===== src/bps_pkg.sv =====
// bps_pkg: constants, types and register layout for the bridge pwm shutdown stage
// assumes a single 40 MHz system clock equal to the oscillator period
package bps_pkg;

    // ----------------------------------------
    // register map (byte addresses)
    // ----------------------------------------
    localparam int ADDR_W = 4;
    localparam logic [ADDR_W-1:0] ADDR_DBRC = 4'h0;
    localparam logic [ADDR_W-1:0] ADDR_ASC = 4'h4;
    localparam logic [ADDR_W-1:0] ADDR_PMC = 4'h8;
    localparam logic [7:0] DBRC_RESET = 8'h00;
    localparam logic [7:0] ASC_RESET = 8'h00;
    localparam logic [1:0] PMC_RESET = 2'h0;

    // ----------------------------------------
    // field positions
    // ----------------------------------------
    localparam int DBRC_RESTART_BIT = 7;
    localparam int DB_MSB = 6;
    localparam int ASC_STATUS_BIT = 7;
    localparam int SRC_MSB = 6;
    localparam int SRC_LSB = 4;
    localparam int PAIR_AC_MSB = 3;
    localparam int PAIR_AC_LSB = 2;
    localparam int PAIR_BD_MSB = 1;
    localparam int PAIR_BD_LSB = 0;

    // ----------------------------------------
    // output pin indices and shutdown codes
    // ----------------------------------------
    localparam int PIN_A = 0;
    localparam int PIN_B = 1;
    localparam int PIN_C = 2;
    localparam int PIN_D = 3;
    localparam logic [1:0] SSTATE_LOW = 2'h0;
    localparam logic [1:0] SSTATE_HIGH = 2'h1;

    // ----------------------------------------
    // timing
    // ----------------------------------------
    localparam int TOSC_NS = 25;
    localparam int INSTR_NS = 4 * TOSC_NS;
    localparam int INSTR_CLKS = (INSTR_NS + TOSC_NS - 1) / TOSC_NS;
    localparam logic [1:0] INSTR_LAST = 2'(INSTR_CLKS - 1);

    typedef enum logic [1:0] {
        CFG_SINGLE = 2'h0,
        CFG_FULL_FWD = 2'h1,
        CFG_HALF = 2'h2,
        CFG_FULL_REV = 2'h3
    } bps_cfg_t;

    // events from the period timer and duty comparator
    typedef struct packed {
        logic pwm_raw;
        logic period_start;
        logic duty_match;
        logic period_last_tick;
    } bps_timer_t;

    // four bridge pins, drive level and output enable
    typedef struct packed {
        logic [3:0] drive;
        logic [3:0] oe;
    } bps_pins_t;

endpackage : bps_pkg

===== src/bps_bridge_pwm.sv =====
// bps_bridge_pwm: multi-output pwm stage with dead band, direction hand-over and auto-shutdown
// assumes the period timer and duty comparator on clk_sys; comparator and fault inputs are asynchronous
//
// Function
// - half-bridge: A is pwm, B its complement
// - dead band delays inactive-to-active by instruction cycles
// - dead band beyond duty keeps output inactive
// - forward: A active, D modulated, B C off
// - reverse: C active, B modulated, A D off
// - direction bit takes effect next pwm cycle
// - unmodulated pins switch one tick before end
// - modulated pins inactive until next period starts
// - full-bridge never applies dead band
// - shutdown only in enhanced modes, three triggers
// - source field selects comparators and fault pin
// - shutdown forces pins without waiting for period
// - A/C shutdown: low, high or tri-state
// - B/D shutdown: low, high or tri-state
// - status bit set by hardware, holds shutdown
// - restart enable selects software or automatic clear
// - status writes ignored while cause present
// - status set at period start holds whole period
// - normal output resumes at next period start
// - dead band and shutdown registers eight bits, mode register two, all reset zero
// - dead band loads at duty or period edge
// - comparator cause blocks clearing as a level
// - writing one to status forces shutdown
`timescale 1ns/100ps
module bps_bridge_pwm (
    input wire logic clk_sys,
    input wire logic srst,
    input wire logic [bps_pkg::ADDR_W-1:0] avs_address,
    input wire logic avs_read,
    input wire logic avs_write,
    input wire logic [31:0] avs_writedata,
    output logic [31:0] avs_readdata,
    output logic avs_waitrequest,
    input wire bps_pkg::bps_timer_t timer_evt,
    input wire logic comp1_out,
    input wire logic comp2_out,
    input wire logic fault_input_pin_n,
    output bps_pkg::bps_pins_t bridge_pins
);
    import bps_pkg::*;

    // ----------------------------------------
    // functions
    // ----------------------------------------
    function automatic logic src_hit(input logic [2:0] sel, input logic c1, input logic c2, input logic flt);
        src_hit = (sel[0] & c1) | (sel[1] & c2) | (sel[2] & flt);
    endfunction : src_hit

    function automatic logic [1:0] pair_level(input logic [1:0] code);
        pair_level = {~code[1], code == SSTATE_HIGH};
    endfunction : pair_level

    // ----------------------------------------
    // registers
    // ----------------------------------------
    logic [7:0] dbrc_q;
    logic [6:0] asc_cfg_q;
    logic [1:0] pmc_q;
    logic status_q;
    logic status_d;
    logic ack_q;
    logic [31:0] rdata_q;
    logic [1:0] div_q;
    logic [2:0] sync1_q;
    logic [2:0] sync2_q;
    logic [2:0] sync3_q;
    logic [2:0] trig_q;
    bps_cfg_t mode_q;
    logic turn_q;
    logic [6:0] db_q;
    logic [1:0] sched_q;
    logic [1:0] done_q;
    logic [6:0] cnt_q [2];
    logic hold_q;
    bps_pins_t pins_q;

    // ----------------------------------------
    // bus decode
    // ----------------------------------------
    wire bus_req = avs_read | avs_write;
    wire take = bus_req & ~ack_q;
    wire commit = bus_req & ack_q;
    wire wr_dbrc = commit & avs_write & (avs_address == ADDR_DBRC);
    wire wr_asc = commit & avs_write & (avs_address == ADDR_ASC);
    wire wr_pmc = commit & avs_write & (avs_address == ADDR_PMC);
    wire ic_en = (div_q == INSTR_LAST);
    wire [2:0] src_sel = asc_cfg_q[SRC_MSB:SRC_LSB];
    wire enhanced = (mode_q != CFG_SINGLE);
    wire cause = enhanced & src_hit(src_sel, trig_q[0], trig_q[1], ~trig_q[2]);
    wire sw_set = wr_asc & avs_writedata[ASC_STATUS_BIT];
    wire sw_clr = wr_asc & ~avs_writedata[ASC_STATUS_BIT] & ~cause;
    wire auto_clr = dbrc_q[DBRC_RESTART_BIT] & ~cause;
    wire shut_now = enhanced & (cause | status_q | hold_q);
    wire [7:0] asc_read = {status_q, asc_cfg_q};
    wire [31:0] rdata_d = (avs_address == ADDR_DBRC) ? {24'h0, dbrc_q} :
                          (avs_address == ADDR_ASC) ? {24'h0, asc_read} :
                          (avs_address == ADDR_PMC) ? {30'h0, pmc_q} : 32'h0;

    assign avs_waitrequest = bus_req & ~ack_q;
    assign avs_readdata = rdata_q;
    assign bridge_pins = pins_q;

    always_ff @(posedge clk_sys)
    begin
        ack_q <= srst ? 1'b0 : take;
        rdata_q <= srst ? 32'h0 : ((take & avs_read) ? rdata_d : rdata_q);
        div_q <= srst ? 2'h0 : div_q + 2'h1;
    end

    // ----------------------------------------
    // control registers
    // ----------------------------------------
    always_ff @(posedge clk_sys)
    begin
        if (srst)
        begin
            dbrc_q <= DBRC_RESET;
            asc_cfg_q <= ASC_RESET[6:0];
            pmc_q <= PMC_RESET;
        end
        else
        begin
            if (wr_dbrc)
                dbrc_q <= avs_writedata[7:0];
            if (wr_asc)
                asc_cfg_q <= avs_writedata[6:0];
            if (wr_pmc)
                pmc_q <= avs_writedata[1:0];
        end
    end

    // ----------------------------------------
    // shutdown status, set wins over clear
    // ----------------------------------------
    always_comb
    begin
        status_d = status_q;
        if (sw_clr | auto_clr)
            status_d = 1'b0;
        if (cause | sw_set)
            status_d = 1'b1;
    end

    always_ff @(posedge clk_sys)
    begin
        if (srst)
        begin
            status_q <= ASC_RESET[ASC_STATUS_BIT];
            hold_q <= 1'b0;
        end
        else
        begin
            status_q <= status_d;
            if (status_q)
                hold_q <= 1'b1;
            else if (timer_evt.period_start)
                hold_q <= 1'b0;
        end
    end

    // ----------------------------------------
    // trigger synchronisers
    // ----------------------------------------
    always_ff @(posedge clk_sys)
    begin
        if (srst)
        begin
            sync1_q <= 3'h4;
            sync2_q <= 3'h4;
            sync3_q <= 3'h4;
            trig_q <= 3'h4;
        end
        else
        begin
            sync1_q <= {fault_input_pin_n, comp2_out, comp1_out};
            sync2_q <= sync1_q;
            sync3_q <= sync2_q;
            for (int i = 0; i < 3; i++)
                if (sync2_q[i] == sync3_q[i])
                    trig_q[i] <= sync3_q[i];
        end
    end

    // ----------------------------------------
    // mode, direction and dead band loading
    // ----------------------------------------
    wire new_full = pmc_q[0];
    wire [6:0] db_cfg = dbrc_q[DB_MSB:0];
    wire [6:0] db_now = (timer_evt.period_start | timer_evt.duty_match) ? db_cfg : db_q;
    wire dir_change = (mode_q == CFG_FULL_FWD || mode_q == CFG_FULL_REV) && new_full && (pmc_q[1] != mode_q[1]);

    always_ff @(posedge clk_sys)
    begin
        if (srst)
        begin
            mode_q <= CFG_SINGLE;
            turn_q <= 1'b0;
            db_q <= DBRC_RESET[DB_MSB:0];
        end
        else
        begin
            if (timer_evt.period_start)
            begin
                mode_q <= bps_cfg_t'(pmc_q);
                turn_q <= 1'b0;
            end
            else if (timer_evt.period_last_tick && dir_change)
                turn_q <= 1'b1;
            if (timer_evt.period_start | timer_evt.duty_match)
                db_q <= db_cfg;
        end
    end

    // ----------------------------------------
    // dead band for half-bridge
    // ----------------------------------------
    wire [1:0] sched = {~timer_evt.pwm_raw, timer_evt.pwm_raw};
    logic [1:0] gated;

    always_comb
    begin
        for (int i = 0; i < 2; i++)
            gated[i] = sched[i] & ((db_now == 7'h0) | done_q[i]);
    end

    always_ff @(posedge clk_sys)
    begin
        if (srst)
        begin
            sched_q <= 2'h0;
            done_q <= 2'h0;
            cnt_q[0] <= 7'h0;
            cnt_q[1] <= 7'h0;
        end
        else
        begin
            sched_q <= sched;
            for (int i = 0; i < 2; i++)
            begin
                if (sched[i] & ~sched_q[i])
                begin
                    cnt_q[i] <= db_now;
                    done_q[i] <= (db_now == 7'h0);
                end
                else if (~sched[i])
                    done_q[i] <= 1'b0;
                else if (ic_en & ~done_q[i])
                begin
                    cnt_q[i] <= cnt_q[i] - 7'h1;
                    done_q[i] <= (cnt_q[i] <= 7'h1);
                end
            end
        end
    end

    // ----------------------------------------
    // output selection
    // ----------------------------------------
    wire rev_now = turn_q ? pmc_q[1] : mode_q[1];
    wire pwm = timer_evt.pwm_raw;
    wire [3:0] drv_half = {2'b00, gated[1], gated[0]};
    wire [3:0] drv_full = rev_now ? {1'b0, 1'b1, pwm & ~turn_q, 1'b0} :
                                    {pwm & ~turn_q, 1'b0, 1'b0, 1'b1};
    wire [3:0] drv_norm = (mode_q == CFG_HALF) ? drv_half :
                          (mode_q == CFG_SINGLE) ? {3'b000, pwm} : drv_full;
    wire [3:0] oe_norm = (mode_q == CFG_SINGLE) ? 4'h1 : (mode_q == CFG_HALF) ? 4'h3 : 4'hf;
    wire [1:0] lvl_ac = pair_level(asc_cfg_q[PAIR_AC_MSB:PAIR_AC_LSB]);
    wire [1:0] lvl_bd = pair_level(asc_cfg_q[PAIR_BD_MSB:PAIR_BD_LSB]);
    wire [3:0] drv_shut = {lvl_bd[0], lvl_ac[0], lvl_bd[0], lvl_ac[0]};
    wire [3:0] oe_shut = {lvl_bd[1], lvl_ac[1], lvl_bd[1], lvl_ac[1]};

    always_ff @(posedge clk_sys)
    begin
        if (srst)
            pins_q <= '0;
        else if (shut_now)
            pins_q <= {drv_shut & oe_shut, oe_shut};
        else
            pins_q <= {drv_norm, oe_norm};
    end

    // ----------------------------------------
    // assertions
    // ----------------------------------------
    a_half_comp: assert property (@(posedge clk_sys) disable iff (srst)
        (mode_q == CFG_HALF && !shut_now && db_now == 7'h0) |=>
        (pins_q.drive[PIN_A] == $past(pwm)) && (pins_q.drive[PIN_B] == !$past(pwm)))
        else $error("half-bridge outputs not complementary");

    a_db_delay: assert property (@(posedge clk_sys) disable iff (srst)
        (mode_q == CFG_HALF && $rose(pwm) && db_now != 7'h0) |=> !pins_q.drive[PIN_A])
        else $error("dead band not applied to rising edge");

    a_full_fwd: assert property (@(posedge clk_sys) disable iff (srst)
        (mode_q == CFG_FULL_FWD && !turn_q && !shut_now) |=>
        (pins_q.drive == {$past(pwm), 3'b001}))
        else $error("forward pattern wrong");

    a_full_rev: assert property (@(posedge clk_sys) disable iff (srst)
        (mode_q == CFG_FULL_REV && !turn_q && !shut_now) |=>
        (pins_q.drive == {2'b01, $past(pwm), 1'b0}))
        else $error("reverse pattern wrong");

    a_turn_mod: assert property (@(posedge clk_sys) disable iff (srst)
        (turn_q && !shut_now) |=> (!pins_q.drive[PIN_B] && !pins_q.drive[PIN_D]))
        else $error("modulated pin active during hand-over");

    a_turn_start: assert property (@(posedge clk_sys) disable iff (srst)
        (timer_evt.period_last_tick && !timer_evt.period_start && dir_change) |=> turn_q)
        else $error("direction hand-over not started");

    a_shut_pins: assert property (@(posedge clk_sys) disable iff (srst)
        shut_now |=> (pins_q.oe == $past(oe_shut)) && (pins_q.drive == $past(drv_shut & oe_shut)))
        else $error("pins not in shutdown state");

    a_status_set: assert property (@(posedge clk_sys) disable iff (srst)
        (cause || sw_set) |=> status_q)
        else $error("status not set by shutdown event");

    a_status_keep: assert property (@(posedge clk_sys) disable iff (srst)
        (status_q && cause) |=> status_q)
        else $error("status cleared while cause present");

    a_hold_period: assert property (@(posedge clk_sys) disable iff (srst)
        (status_q && timer_evt.period_start) |=> hold_q)
        else $error("shutdown not held for the period");

    a_single_oe: assert property (@(posedge clk_sys) disable iff (srst)
        (mode_q == CFG_SINGLE && !srst) |=> (pins_q.oe == 4'h1))
        else $error("single mode output enables wrong");

    a_fault_src: assert property (@(posedge clk_sys) disable iff (srst)
        (enhanced && src_sel[2] && !trig_q[2]) |=> status_q)
        else $error("fault pin did not set status");

    a_cmp_level: assert property (@(posedge clk_sys) disable iff (srst)
        (enhanced && src_sel[0] && trig_q[0]) |=> status_q)
        else $error("comparator level did not hold status");

    a_auto_clear: assert property (@(posedge clk_sys) disable iff (srst)
        (dbrc_q[DBRC_RESTART_BIT] && status_q && !cause && !sw_set) |=> !status_q)
        else $error("automatic restart did not clear status");

    a_sw_hold: assert property (@(posedge clk_sys) disable iff (srst)
        (!dbrc_q[DBRC_RESTART_BIT] && status_q && !sw_clr) |=> status_q)
        else $error("status cleared without software");

    a_sw_ignore: assert property (@(posedge clk_sys) disable iff (srst)
        (cause && wr_asc) |=> status_q)
        else $error("status write taken while cause present");

    a_resume_hold: assert property (@(posedge clk_sys) disable iff (srst)
        (enhanced && hold_q) |=> (pins_q.oe == $past(oe_shut)))
        else $error("output resumed before period start");

    a_full_nodb: assert property (@(posedge clk_sys) disable iff (srst)
        (mode_q == CFG_FULL_FWD && !turn_q && !shut_now && $rose(pwm)) |=> pins_q.drive[PIN_D])
        else $error("full-bridge modulated edge delayed");

    a_db_load: assert property (@(posedge clk_sys) disable iff (srst)
        (timer_evt.period_start || timer_evt.duty_match) |=> (db_q == $past(db_cfg)))
        else $error("dead band not loaded at boundary");

    a_tri_bd: assert property (@(posedge clk_sys) disable iff (srst)
        (shut_now && asc_cfg_q[PAIR_BD_MSB]) |=> (!pins_q.oe[PIN_B] && !pins_q.oe[PIN_D]))
        else $error("b/d pins driven in tri-state shutdown");

    a_turn_clear: assert property (@(posedge clk_sys) disable iff (srst)
        timer_evt.period_start |=> !turn_q)
        else $error("hand-over not ended at period start");

    a_mode_hold: assert property (@(posedge clk_sys) disable iff (srst)
        !timer_evt.period_start |=> $stable(mode_q))
        else $error("mode changed inside a period");

endmodule : bps_bridge_pwm


===== config.mk =====
export PLATFORM = sky130hd
export DESIGN_NAME = bps_bridge_pwm
export DESIGN_NICKNAME = d
export VERILOG_FILES = /design/src/bps_pkg.sv /design/src/bps_bridge_pwm.sv
export SDC_FILE = /design/constraint.sdc
export NUM_CORES = 1
export LEC_CHECK = 0
export ABC_CLOCK_PERIOD_IN_PS = 4300
export BUFFER_PORTS_ARGS = -buffer_cell sky130_fd_sc_hd__buf_2
export CAP_MARGIN = 0
export CORE_MARGIN = 2
export CORE_UTILIZATION = 44
export DETAILED_ROUTE_END_ITERATION = 7
export PLACE_DENSITY = 0.74
export SLEW_MARGIN = 20
export SYNTH_ARGS = -nofsm -noshare
export SYNTH_HDL_FRONTEND = slang
export SYNTH_SLANG_ARGS = --single-unit

===== constraint.sdc =====
create_clock -name clk_sys -period 4.3 [get_ports clk_sys]
set_clock_uncertainty 0.1 [all_clocks]
set_input_delay 0.86 -clock clk_sys [delete_from_list [all_inputs] [get_ports clk_sys]]
set_output_delay 0.86 -clock clk_sys [all_outputs]
set_load 0.02 [all_outputs]

### After elaboration in Yosys (flattened, before gate mapping)

Memories as Yosys holds them, arrays and structs flattened.
Cells that the tools add are included.

| operators by class | value |
|---|---|
| bitwise logic cells | 50 |
| reduce and logical (&&, ||, !) cells | 12 |
| muxes and demuxes | 43 |
| shift operators | 0 |
| $lt $le $gt $ge | 2 |
| multipliers | 0 |
| divide/modulo/power cells | 0 |
| eq/ne operators | 13 |
| add/sub/neg operators | 3 |

Operators with widths:

| cell | count |
|---|---|
| 2-to-1 mux 7 bit | 5 |
| 2-to-1 mux 1 bit | 29 |
| 2-to-1 mux 8 bit | 3 |
| bitwise AND 1 bit | 23 |
| 2-to-1 mux 4 bit | 5 |
| <= comparator 7 x 1 -> 1 bit (second input constant) | 2 |
| bitwise OR 1 bit | 14 |
| subtractor 7 x 1 -> 7 bit (second input constant) | 2 |
| NOT 1 bit | 12 |
| zero test 7 bit | 1 |
| == test 2 x 1 -> 1 bit (second input constant) | 3 |
| == test 2 bit (second input constant) | 3 |
| nonzero test 2 bit | 3 |
| bitwise AND 4 bit | 1 |
| == test 4 x 3 -> 1 bit (second input constant) | 1 |
| == test 4 bit (second input constant) | 1 |
| zero test 4 bit | 1 |
| == test 1 bit | 3 |
| logical AND 1 bit | 3 |
| != test 3 x 1 -> 1 bit (second input constant) | 1 |
| nonzero test 3 bit | 1 |
| adder 2 x 1 -> 2 bit (second input constant) | 1 |
| zero test 2 bit | 1 |
| 2-to-1 mux 2 bit | 1 |
| other kinds (3) | 3 |

| storage, ports and cells | value |
|---|---|
| bits in registers | 88 |
| memories | 1 |
| output and inout bits | 41 |
| memory bits (writable) | 14 |
| memory bits (read-only) | 0 |
| input port bits | 47 |
| bits in latches | 0 |

Memories:

| name | words | bits a word | rd ports | clocked after memory_dff | write ports | RTL line | text |
|---|---|---|---|---|---|---|---|
| cnt_q | 2 | 7 | 2 | 0 | 2 | bps_bridge_pwm.sv:77 | `logic [6:0] cnt_q [2];` |

### Depth between registers and ports, before layout

Gate-level depths: netlist (run 1).

| depth | value |
|---|---|
| word-level depth | 9 |
| mapped depth | 6 |
| gate-level depth less buffers | 6 |

### Worst setup path after synthesis (run 1)

Ideal clock, no wire load.

| timing | value |
|---|---|
| path kind | input to register |
| start point | input timer_evt[2] (netlist name) |
| end point | memory cnt_q[0][0] (data pin) |
| data required time | 3.928 ns |
| setup slack | 2.085 ns |
| buffers on the path | 1 |
| stages | 5 |
| arrival time | 1.843 ns |
| library setup time | 0.272 ns |
| cells stage by stage | buf_6 -> nor2_2 -> mux2i_1 -> nand2b_1 -> mux2i_1 |

RTL lines:

| item | RTL line | text |
|---|---|---|
| start: declaration | bps_bridge_pwm.sv:38 | `input wire bps_pkg::bps_timer_t timer_evt,` |
| end: declaration | bps_bridge_pwm.sv:77 |  |

==> flow_summary.rst, run 1 <==
.. list-table::
   :header-rows: 1

   * - Metric
     - Value
   * - Time the final worst path needs with I/O delays and setup
     - 2.490 ns
   * - PortBufs
     - 39
   * - Register clock-pin slew on the reported worst setup and hold paths
     - 0.09 ns
   * - Final Core Density
     - 49.21%
   * - Leakage Power
     - 1.634 nW
   * - CTS root buffer
     - sky130_fd_sc_hd__clkbuf_8
   * - Antenna cell count
     - 0
   * - Area of the core
     - 8093 µm²
   * - Cts hold-fix bufs
     - 0
   * - EDFF count, synth
     - 14
   * - Startpoint of the most critical register-to-register path
     - div_q[0]
   * - Routability cong.
     - 0.9046
   * - Relative slew slack
     - 27.40%
   * - Clock sink total
     - 78
   * - Net count of the finished layout
     - 450
   * - Cell row count
     - 33
   * - First drt pass iteration count
     - 4
   * - X dimension of the die
     - 94.75 µm
   * - Die H
     - 94.75 µm
   * - Hold Vio Cnt, Final
     - 0
   * - Setup violations, final
     - 0
   * - Share of async-settable or async-resettable flops after synthesis
     - 0%
   * - Vias in the first global route
     - 2354
   * - Final hold slack
     - 0.3228 ns
   * - Crit Path Max Fanout
     - 63
   * - Critical Path, Cell by Cell
     - buf_2, a311oi_1, nand2b_1, mux2i_1
   * - Total length of routed wires
     - 6756 µm
   * - Total number of vias
     - 2555
   * - Half-perimeter wire length after placement
     - 5008 µm
   * - Antenna viol nets, final
     - 0
   * - Number of buffers and inverters on the critical path
     - 1
   * - Initial cell density of the core
     - 44.77%
   * - Worst Tran Pin Value
     - 1.089 ns
   * - Cell variety after synth
     - 56
   * - DP Worst Slack
     - 1.439 ns
   * - Fill cell instance count of the final layout
     - 779
   * - Footprint of the multi-input gates
     - 1715 µm²
   * - Fraction of layout cells with a size suffix above 1
     - 17.62%
   * - Average vias per placed instance
     - 5.030
   * - Yosys warnings
     - 0
   * - Syn Std Cell Area
     - 3623 µm²
   * - Worst VDD drop
     - 0.2762 mV
   * - Tcrit/Tclk final
     - 57.91%
   * - Sum of overflow across all layers after global routing
     - 0
   * - Kind of critical path
     - in2reg
   * - Category of the worst setup path capture point
     - register
   * - Boundary pin count
     - 88
   * - Worst-case setup margin in the final layout
     - 1.810 ns
   * - First-pass GRT wire length
     - 11120 µm
   * - Signed area change from the synthesized netlist to the final layout
     - 9.910%
   * - Buffers inserted by post-CTS timing repair
     - 0
   * - Number of antenna violations at the first check in global routing
     - 0
   * - Max frequency
     - 401.6 MHz
   * - Run status
     - complete, no violations
   * - Largest delay share family, worst path
     - compound AO/OA/AOI/OAI gates
   * - GRT Resource Usage Total
     - 15.93%
   * - Initial detailed-routing violation count
     - 121
   * - Maximum number of pins on one net before global-route repair
     - 64
   * - Average wire length per cell after detail routing
     - 13.30 µm
   * - H-tree depth
     - 3
   * - Clock latency of the later-clocked register in the worst-skew pair
     - 0.35 ns
   * - Max-cap violations
     - 0
   * - Number of remaining DRC errors
     - 0
   * - Flip-flop cell with the highest count after synthesis
     - sky130_fd_sc_hd__dfxtp_1
   * - CTS tree
     - done
   * - Internal reg-to-reg setup slack
     - 2.07 ns
   * - Die Area
     - 8977 µm²
   * - Max stage delay cell, worst path
     - sky130_fd_sc_hd__a311oi_1
   * - Post-synthesis cell count
     - 364
   * - Setup crit start kind
     - input pin
   * - Worst setup startpoint
     - srst
   * - Reg-to-Reg End
     - cnt_q[0][5]
   * - Summed negative setup slack over all endpoints
     - 0 ns
   * - Number of slew-limit violations in the final report
     - 0
   * - Worst Path Required
     - 4.38 ns
   * - Worst-case reg-to-reg path depth
     - 5
   * - FF+latch area
     - 1702 µm²
   * - Largest buffer count on any clock path
     - 2
   * - Number of buffers created by CTS
     - 9
   * - FF+latch count, synth
     - 78
   * - Critical path depth
     - 4
   * - P per Cell Area
     - 367.0 nW/µm²
   * - Arrival time of the worst setup path
     - 2.57 ns
   * - Count of cells resized by post-cts repair
     - 0
   * - CP peak stage delay
     - 0.86 ns
   * - Mean post-synth cell area
     - 9.955 µm²
   * - RSZ-0062 raised after global routing
     - false
   * - Fraction of the yosys area taken by sequential cells
     - 46.96%
   * - Capturing instance or port of the critical path
     - cnt_q[0][5]
   * - Class of the tightest hold or removal check
     - reg2reg
-- layout make-up --
class	instances	area share (%)
Tap cell	105	3.299
Multi-Input combinational cell	260	43.07
Clock inverter	7	1.948
Timing Repair Buffer	39	4.901
Inverter	10	0.9425
Clock buffer	9	3.110
Sequential cell	78	42.73
-- cells in the mapped netlist, drive strengths merged (2+ instances only) --
library cell | instances | area [µm²]
o211a | 2 | 20.02
a22oi | 4 | 30.03
xnor2 | 5 | 43.79
and3 | 2 | 12.51
ha | 5 | 62.56
xor2 | 5 | 43.79
clkbuf | 12 | 45.04
nor2 | 54 | 205.2
nand2b | 9 | 56.30
a21oi | 12 | 60.06
buf | 27 | 210.2
nor2b | 14 | 87.58
edfxtp | 14 | 420.4
nor4 | 5 | 67.56
nor3 | 11 | 60.06
a41oi | 2 | 17.52
or2 | 6 | 37.54
inv | 10 | 37.54
o21bai | 3 | 22.52
o21ai | 12 | 60.06
or4 | 3 | 26.27
mux2i | 36 | 360.4
o2bb2ai | 2 | 17.52
nand2 | 13 | 48.80
nor3b | 3 | 22.52
dfxtp | 64 | 1281
a221oi | 7 | 67.56
-- flip-flops by register name (all words and copies together), names as in the netlist --
register / cells
dbrc_q: 8
ack_q: 1
pmc_q: 2
trig_q: 3
bridge_pins: 8
avs_readdata: 8
div_q: 2
sync2_q: 3
status_q: 1
db_q: 7
mode_q: 2
sync3_q: 3
sched_q: 2
asc_cfg_q: 7
turn_q: 1
done_q: 2
hold_q: 1
sync1_q: 3
cnt_q: 14
-- report_power, final --
group	internal [mW]	switching [mW]
clock	0.274	0.274
sequential	0.764	0.0150
combinational	0.0476	0.0874
total	1.09	0.376
-- stage by stage --
| step | instances | area, µm² | total power, mW |
|---|---|---|---|
| detailed placement | 492 | 3781 | 0.9304 |
| CTS | 508 | 3983 | 1.477 |
| global placement | 492 | 3781 | 0.9266 |
| floorplan | 387 | 3710 | 0.9093 |
| global route | 508 | 3983 | 1.529 |
| finish | 508 | 3983 | 1.462 |
-- cells by family (layout without fill, tap and decap cells) --
logic type                 count (synthesis)  in the layout  share of synthesized area [%]
and+or+nand+nor                          127            127                          19.06
DFF                                       78             78                          46.96
AOI/OAI and AO/OA                         57             57                          11.40
buffers and inverters                     49             65                          8.080
muxes                                     37             37                          10.26
xor gates and xnor gates                  10             10                          2.417
adders and majority gates                  5              5                          1.727
other                                      1             24                         0.1035
-- placed cells by master (no fill, tap or decap), types with 3 or more instances in the layout --
cell	Yosys	layout
sky130_fd_sc_hd__dfxtp_1	64	64
sky130_fd_sc_hd__nor2_1	53	53
sky130_fd_sc_hd__buf_2	0	39
sky130_fd_sc_hd__mux2i_1	36	36
sky130_fd_sc_hd__conb_1	1	24
sky130_fd_sc_hd__nor2b_1	14	14
sky130_fd_sc_hd__edfxtp_1	14	14
sky130_fd_sc_hd__nand2_1	13	13
sky130_fd_sc_hd__o21ai_0	12	12
sky130_fd_sc_hd__a21oi_1	12	12
sky130_fd_sc_hd__inv_1	10	10
sky130_fd_sc_hd__nor3_1	10	10
sky130_fd_sc_hd__nand2b_1	9	9
sky130_fd_sc_hd__clkbuf_8	0	9
sky130_fd_sc_hd__or2_2	6	6
sky130_fd_sc_hd__a221oi_1	6	6
sky130_fd_sc_hd__xnor2_1	5	5
sky130_fd_sc_hd__xor2_1	5	5
sky130_fd_sc_hd__ha_1	5	5
sky130_fd_sc_hd__a22oi_1	4	4
sky130_fd_sc_hd__nor3b_1	3	3
sky130_fd_sc_hd__o21bai_1	3	3
sky130_fd_sc_hd__inv_6	0	3
-- routing by layer --
layer	vias up	GRT usage [%]	part of all wire, %
met5	-	0	0
met2	55	24.88	48
met4	0	5.435	0.59
li1	1295	-	-
met1	1203	21.13	47
met3	2	4.629	4.4
-- how the worst min path moves through the flow --
| stage | startpoint | endpoint | slack (ns) | cells after the start |
|---|---|---|---|---|
| floorplan | sync1_q[2] | sync2_q[2] | 0.29 | 1 |
| global placement | sync1_q[2] | sync2_q[2] | 0.30 | 1 |
| detailed placement | sync1_q[2] | sync2_q[2] | 0.30 | 1 |
| CTS | sync1_q[2] | sync2_q[2] | 0.32 | 1 |
| global route | sync1_q[0] | sync2_q[0] | 0.36 | 1 |
| finish | sync1_q[2] | sync2_q[2] | 0.32 | 1 |
Power figures use the tool's default switching activity.
==> run 2: changes to the inputs <==
- ABC_AREA: unset -> 1
- ABC_CLOCK_PERIOD_IN_PS: 4300 -> 2400
- clock period: 4.3 -> 2.4 ns (I/O delays scaled with it)
==> flow_summary.rst, run 2 <==
.. list-table::
   :header-rows: 1

   * - Metric
     - Value
   * - Time the final worst path needs with I/O delays and setup
     - 1.838 ns
   * - Syn Std Cell Area
     - 3566 µm²
   * - Max frequency
     - 544.0 MHz
   * - Run status
     - complete, no violations
   * - Number of buffers and inverters on the critical path
     - 1
   * - Total number of vias
     - 2898
   * - Clock latency of the later-clocked register in the worst-skew pair
     - 0.35 ns
   * - Cell row count
     - 32
   * - Simple-gate area share of the yosys netlist
     - 17.37%
   * - Vias in the first global route
     - 2697
   * - Initial cell density of the core
     - 45.67%
   * - Top cell type's share of synthesized area
     - 35.93%
   * - Routability cong.
     - 0.8613
   * - Kind of critical path
     - reg2reg
   * - Cell variety after synth
     - 39
   * - Critical Path, Cell by Cell
     - ha_1, nand2_1, a21oi_1, a21oi_1, inv_2, a31oi_1, a21oi_1
   * - Yosys warnings
     - 0
   * - PortBufs
     - 39
   * - Count of cells resized by post-cts repair
     - 0
   * - Worst Path Required
     - 2.41 ns
   * - Summed negative setup slack over all endpoints
     - 0 ns
   * - Cells taking the most area after synthesis
     - sky130_fd_sc_hd__dfxtp_1, sky130_fd_sc_hd__edfxtp_1, sky130_fd_sc_hd__inv_1
   * - Cell with the most instances after synthesis
     - sky130_fd_sc_hd__inv_1
   * - Arrival time of the worst setup path
     - 1.84 ns
   * - Fraction of layout cells with a size suffix above 1
     - 16.13%
   * - First-pass GRT wire length
     - 11740 µm
   * - Largest buffer count on any clock path
     - 2
   * - Die H
     - 94.03 µm
   * - CTS tree
     - done
   * - Crit Path Max Fanout
     - 7
   * - Tcrit/Tclk final
     - 76.59%
   * - EDFF count, synth
     - 14
   * - Share of synthesized cell area in full adder, half adder and majority cells
     - 1.754%
   * - Cts hold-fix bufs
     - 0
   * - Total length of routed wires
     - 7076 µm
   * - GRT Max-Usage Layer
     - met2
   * - Antenna viol nets, final
     - 0
   * - Signed area change from the synthesized netlist to the final layout
     - 11.47%
   * - Number of antenna violations at the first check in global routing
     - 0
   * - P per Cell Area
     - 689.7 nW/µm²
   * - Maximum number of pins on one net before global-route repair
     - 33
   * - Library cell with the largest summed area after synthesis
     - sky130_fd_sc_hd__dfxtp_1
   * - CTS root buffer
     - sky130_fd_sc_hd__clkbuf_8
   * - Die Area
     - 8841 µm²
   * - Share of async-settable or async-resettable flops after synthesis
     - 0%
   * - Fraction of the yosys area taken by sequential cells
     - 47.72%
   * - Worst VDD drop
     - 0.4900 mV
   * - RSZ-0062 raised after global routing
     - false
   * - H-tree depth
     - 3
   * - Cell types with the highest counts after synthesis
     - sky130_fd_sc_hd__inv_1, sky130_fd_sc_hd__dfxtp_1, sky130_fd_sc_hd__nand2_1
   * - Final hold slack
     - 0.2059 ns
   * - Sum of overflow across all layers after global routing
     - 0
   * - FF+latch count, synth
     - 78
   * - Initial detailed-routing violation count
     - 119
   * - Met2 Resource Use GR
     - 28.27%
   * - Average vias per placed instance
     - 4.846
   * - Average wire length per cell after detail routing
     - 11.83 µm
   * - GRT Resource Usage Total
     - 16.88%
   * - FF+latch area
     - 1702 µm²
   * - Max-cap violations
     - 0
   * - First drt pass iteration count
     - 4
   * - Half-perimeter wire length after placement
     - 5340 µm
   * - Commonest non-fill, non-tap cells in the layout
     - sky130_fd_sc_hd__inv_1, sky130_fd_sc_hd__dfxtp_1, sky130_fd_sc_hd__nand2_1, sky130_fd_sc_hd__nor2_1, sky130_fd_sc_hd__o21ai_0
   * - Largest family of logic cells by synthesized area
     - simple AND/OR/NAND/NOR gates
   * - Post-synthesis cell count
     - 449
   * - Category of the worst setup path capture point
     - register
   * - Largest delay share family, worst path
     - compound AO/OA/AOI/OAI gates
   * - Hold Vio Cnt, Final
     - 0
   * - Antenna cell count
     - 0
   * - Class of the tightest hold or removal check
     - in2reg
   * - Post-synthesis xor/xnor area fraction
     - 1.228%
   * - Top reg by flops
     - cnt_q
   * - CP peak stage delay
     - 0.32 ns
   * - Met1 capacity usage during global routing
     - 20.48%
   * - Mux share of post-synthesis cell area
     - 0.2807%
   * - Global routing usage on met3
     - 3.291%
   * - X dimension of the die
     - 94.03 µm
   * - Most common library cell in the layout ignoring fill and taps
     - sky130_fd_sc_hd__inv_1
   * - Number of buffers created by CTS
     - 9
   * - Clock sink total
     - 78
   * - Flip-flop cell with the highest count after synthesis
     - sky130_fd_sc_hd__dfxtp_1
   * - Cell area after placement
     - 3775 µm²
   * - Fill cell instance count of the final layout
     - 741
   * - Number of remaining DRC errors
     - 0
   * - Net count of the finished layout
     - 543
   * - Mean post-synth cell area
     - 7.942 µm²
   * - CP dominant cell by count
     - sky130_fd_sc_hd__a21oi_1
   * - Register clock-pin slew on the reported worst setup and hold paths
     - 0.09 ns
   * - Setup crit start kind
     - register
   * - Number of flip-flops under the largest register name
     - 14
   * - Footprint of the multi-input gates
     - 1439 µm²
   * - Final standard cell area without fillers
     - 3975 µm²
   * - Number of slew-limit violations in the final report
     - 0
   * - Boundary pin count
     - 88
   * - Area of the core
     - 7807 µm²
   * - Buffers inserted by post-CTS timing repair
     - 0
   * - Fraction of the mapped netlist area in compound gates
     - 17.19%
   * - Leakage Power
     - 1.800 nW
   * - Max stage delay cell, worst path
     - sky130_fd_sc_hd__dfxtp_1
   * - Setup violations, final
     - 0
run 2: logic make-up after synthesis:
kind of cell             after synthesis
other                                  1
flip-flops                            78
AND/OR/NAND/NOR                      140
multiplexers                           1
adder cells (fa/ha/maj)                5
XOR/XNOR                               5
AO/OA/AOI/OAI                        109
buffers and inverters                110
run 2: per-layer routing:
metal  part of all wire [%]  routed length, µm
met3                    4.2                297
met5                      0                  0
met4                    2.8                196
met2                     49               3452
met1                     44               3129
run 2: power by group:
group | internal, mW | switching (mW) | total, mW
sequential | 1.39 | 0.0278 | 1.42
combinational | 0.0984 | 0.217 | 0.315
clock | 0.494 | 0.517 | 1.01
run 2: cell type report:
type | instances | share of cell area, %
flip-flops and latches | 78 | 42.81
multi-input cells | 284 | 36.20
inverters | 75 | 7.082
repair buffers | 43 | 5.666
well taps | 102 | 3.211
clock buffers | 9 | 3.116
clock inverters | 7 | 1.920
run 2: worst register-to-register path, cell delays in order (launching register included):
cell,delay [ns]
sky130_fd_sc_hd__dfxtp_1,0.32
sky130_fd_sc_hd__ha_1,0.25
sky130_fd_sc_hd__nand2_1,0.14
sky130_fd_sc_hd__a21oi_1,0.10
sky130_fd_sc_hd__a21oi_1,0.29
sky130_fd_sc_hd__inv_2,0.13
sky130_fd_sc_hd__a31oi_1,0.20
sky130_fd_sc_hd__a21oi_1,0.07
run 2: final timing paths:
path / cells past startpoint / to / from / slack, ns
setup / recovery: 7 / cnt_q[0][5] / div_q[0] / 0.56
setup reg to reg: 7 / cnt_q[0][5] / div_q[0] / 0.56
hold / removal: 2 / sync1_q[2] / fault_input_pin_n / 0.21
hold reg to reg: 2 / sync2_q[0] / sync1_q[0] / 0.30
run 2: per-stage QoR:
step / util (%) / total power, mW / instances / setup slack [ns]
finish: 50.91 / 2.741 / 598 / 0.5618
global placement: 48.35 / 1.749 / 582 / 0.3220
detailed placement: 48.35 / 1.759 / 582 / 0.3050
floorplan: - / 1.702 / 472 / 0.6639
CTS: 50.91 / 2.762 / 598 / 0.5526
global route: 50.91 / 2.858 / 598 / 0.3148
==> run 3: changes to the inputs <==
- ABC_CLOCK_PERIOD_IN_PS: 2400 -> 1600
- PLACE_DENSITY: 0.74 -> 0.77
- clock period: 2.4 -> 1.6 ns (I/O delays scaled with it)
==> flow_summary.rst, run 3 (synthesis results as in run 2) <==
.. list-table::
   :header-rows: 1

   * - Metric
     - Value
   * - Average wire length per cell after detail routing
     - 12.20 µm
   * - Sum of overflow across all layers after global routing
     - 0
   * - Signed area change from the synthesized netlist to the final layout
     - 22.81%
   * - Final Core Density
     - 56.09%
   * - Hold EP
     - sync1_q[2]
   * - Routability cong.
     - 0.8908
   * - Setup crit start kind
     - register
   * - GRT Resource Usage Total
     - 18.32%
   * - Half-perimeter wire length after placement
     - 5819 µm
   * - Share of total power in the clock network
     - 35.7%
   * - Leakage Power
     - 2.000 nW
   * - P per Cell Area
     - 961.7 nW/µm²
   * - Worst Path Required
     - 1.59 ns
   * - Area of the core
     - 7807 µm²
   * - DP Worst Slack
     - -0.07450 ns
   * - Worst-case setup margin in the final layout
     - 0.03198 ns
   * - Tcrit/Tclk final
     - 98.00%
   * - Commonest non-fill, non-tap cells in the layout
     - sky130_fd_sc_hd__inv_1, sky130_fd_sc_hd__dfxtp_1, sky130_fd_sc_hd__nand2_1, sky130_fd_sc_hd__buf_4, sky130_fd_sc_hd__nor2_1
   * - Time the final worst path needs with I/O delays and setup
     - 1.568 ns
   * - Antenna viol nets, final
     - 0
   * - Uppermost layer routed
     - met4
   * - Max frequency
     - 637.7 MHz
   * - X dimension of the die
     - 94.03 µm
   * - Internal reg-to-reg setup slack
     - 0.03 ns
   * - Detail Route met2 WL
     - 3834 µm
   * - Number of antenna violations at the first check in global routing
     - 0
   * - Critical hold path startpoint
     - fault_input_pin_n
   * - Count of placed standard cells including taps
     - 622
   * - Kind of critical path
     - reg2reg
   * - Class of the tightest hold or removal check
     - in2reg
   * - Max-cap violations
     - 0
   * - CTS tree
     - done
   * - Initial cell density of the core
     - 45.67%
   * - Initial detailed-routing violation count
     - 124
   * - Category of the worst setup path capture point
     - register
   * - PortBufs
     - 39
   * - Antenna cell count
     - 0
   * - Arrival time of the worst setup path
     - 1.56 ns
   * - Maximum number of pins on one net before global-route repair
     - 32
   * - Boundary pin count
     - 88
   * - Sequential power share
     - 50.4%
   * - Power Internal
     - 3.041 mW
   * - Combinational share of power
     - 13.9%
   * - Run status
     - complete, no violations
   * - Number of slew-limit violations in the final report
     - 0
   * - Hold Path Cell Cnt
     - 2
   * - Total length of routed wires
     - 7832 µm
   * - Reg-to-Reg End
     - cnt_q[1][2]
   * - Largest buffer count on any clock path
     - 2
   * - Net count of the finished layout
     - 587
   * - Crit Path Max Fanout
     - 7
   * - Fill cell instance count of the final layout
     - 706
   * - Cell row count
     - 32
   * - Total power of the final layout
     - 4.211 mW
   * - Most common library cell in the layout ignoring fill and taps
     - sky130_fd_sc_hd__inv_1
   * - Average vias per placed instance
     - 4.882
   * - First-pass GRT wire length
     - 12700 µm
   * - Worst-case reg-to-reg path depth
     - 7
   * - Fraction of layout cells with a size suffix above 1
     - 26.85%
   * - Cts hold-fix bufs
     - 0
   * - Register clock-pin slew on the reported worst setup and hold paths
     - 0.09 ns
   * - Post-route non-filler standard cell count
     - 642
   * - First drt pass iteration count
     - 4
   * - Die H
     - 94.03 µm
   * - Number of buffers created by CTS
     - 9
   * - Clock sink total
     - 78
   * - Net switching share of the total power
     - 27.78%
   * - WL met3
     - 379 µm
   * - Worst VDD drop
     - 0.5775 mV
   * - RSZ-0062 raised after global routing
     - true
   * - Number of remaining DRC errors
     - 0
   * - Top reg by flops
     - cnt_q
   * - Setup violations, final
     - 0
   * - Vias in the first global route
     - 2956
   * - Hold Vio Cnt, Final
     - 0
   * - Clock latency of the later-clocked register in the worst-skew pair
     - 0.34 ns
   * - Switching pwr
     - 1.170 mW
   * - Cell area after placement
     - 4075 µm²
   * - Wire length on met1
     - 3358 µm
   * - Final standard cell area without fillers
     - 4379 µm²
   * - CTS root buffer
     - sky130_fd_sc_hd__clkbuf_8
   * - Die Area
     - 8841 µm²
   * - H-tree depth
     - 3
   * - Startpoint of the most critical register-to-register path
     - div_q[1]
   * - Number of flip-flops under the largest register name
     - 14
   * - Total number of vias
     - 3134
[run 3: cell types whose count changed in the layout (fill, tap and decap cells not counted), sizes merged]
cell      delta
buf         +44
clkinv       -1
clkinvlp     +2
inv          -1
[run 3: final cells by class]
type	count	area (µm²)	share of cell area (%)
clock buffers	9	123.9	2.829
well taps	102	127.6	2.914
repair buffers	87	555.5	12.69
multi-input cells	284	1506	34.40
inverters	75	284.0	6.486
flip-flops and latches	78	1704	38.91
clock inverters	7	77.57	1.771
[run 3: worst max path at each step]
stage | start | end | slack (ns) | cells after the start
after floorplan | srst | cnt_q[0][5] | 0.02 | 8
after global placement | div_q[0] | cnt_q[0][5] | -0.07 | 7
after detailed placement | div_q[0] | cnt_q[0][5] | -0.07 | 7
after CTS | div_q[0] | cnt_q[0][3] | 0.008 | 7
after global routing | cnt_q[0][1] | cnt_q[0][6] | -0.07 | 6
final | div_q[1] | cnt_q[1][2] | 0.03 | 7
[run 3: timing repair]
item / in CTS / in global routing
cloned: 0 / 0
endpoints found under the hold margin: 0 / 0
gates resized for setup: 4 / 19
endpoints found under the setup margin: 11 / 19
buffers inserted: 0 / 4
pin swaps: 0 / 4
[run 3: worst max-delay path, cell delays in order (launching register included)]
cell,delay [ns]
sky130_fd_sc_hd__dfxtp_2,0.32
sky130_fd_sc_hd__ha_2,0.18
sky130_fd_sc_hd__nand2_2,0.08
sky130_fd_sc_hd__a21oi_2,0.07
sky130_fd_sc_hd__a21oi_2,0.17
sky130_fd_sc_hd__inv_2,0.12
sky130_fd_sc_hd__nand3_1,0.16
sky130_fd_sc_hd__o21ai_0,0.11
[run 3: per-layer routing]
layer | track usage [%] | vias up
li1 | - | 1589
met1 | 21.14 | 1445
met2 | 31.61 | 80
met3 | 4.414 | 20
met4 | 9.058 | 0
met5 | 0 | -
[run 3: metrics by stage]
stage,TNS [ns],hold slack (ns)
final,0,0.05336
after global routing,-0.1563,0.03488
after floorplan,0,0.2883
after detailed placement,-0.5297,0.2978
after global placement,-0.2749,0.2904
after CTS,0,0.03190
[run 3: power groups by stage]
stage / Sequential, mW / Combinational, mW / Clock, mW
6_report: 2.12 / 0.586 / 1.50
5_1_grt: 2.14 / 0.656 / 1.63
4_1_cts: 2.12 / 0.552 / 1.54
3_5_place_dp: 2.17 / 0.546 / 0
3_3_place_gp: 2.16 / 0.531 / 0
2_1_floorplan: 2.19 / 0.367 / 0
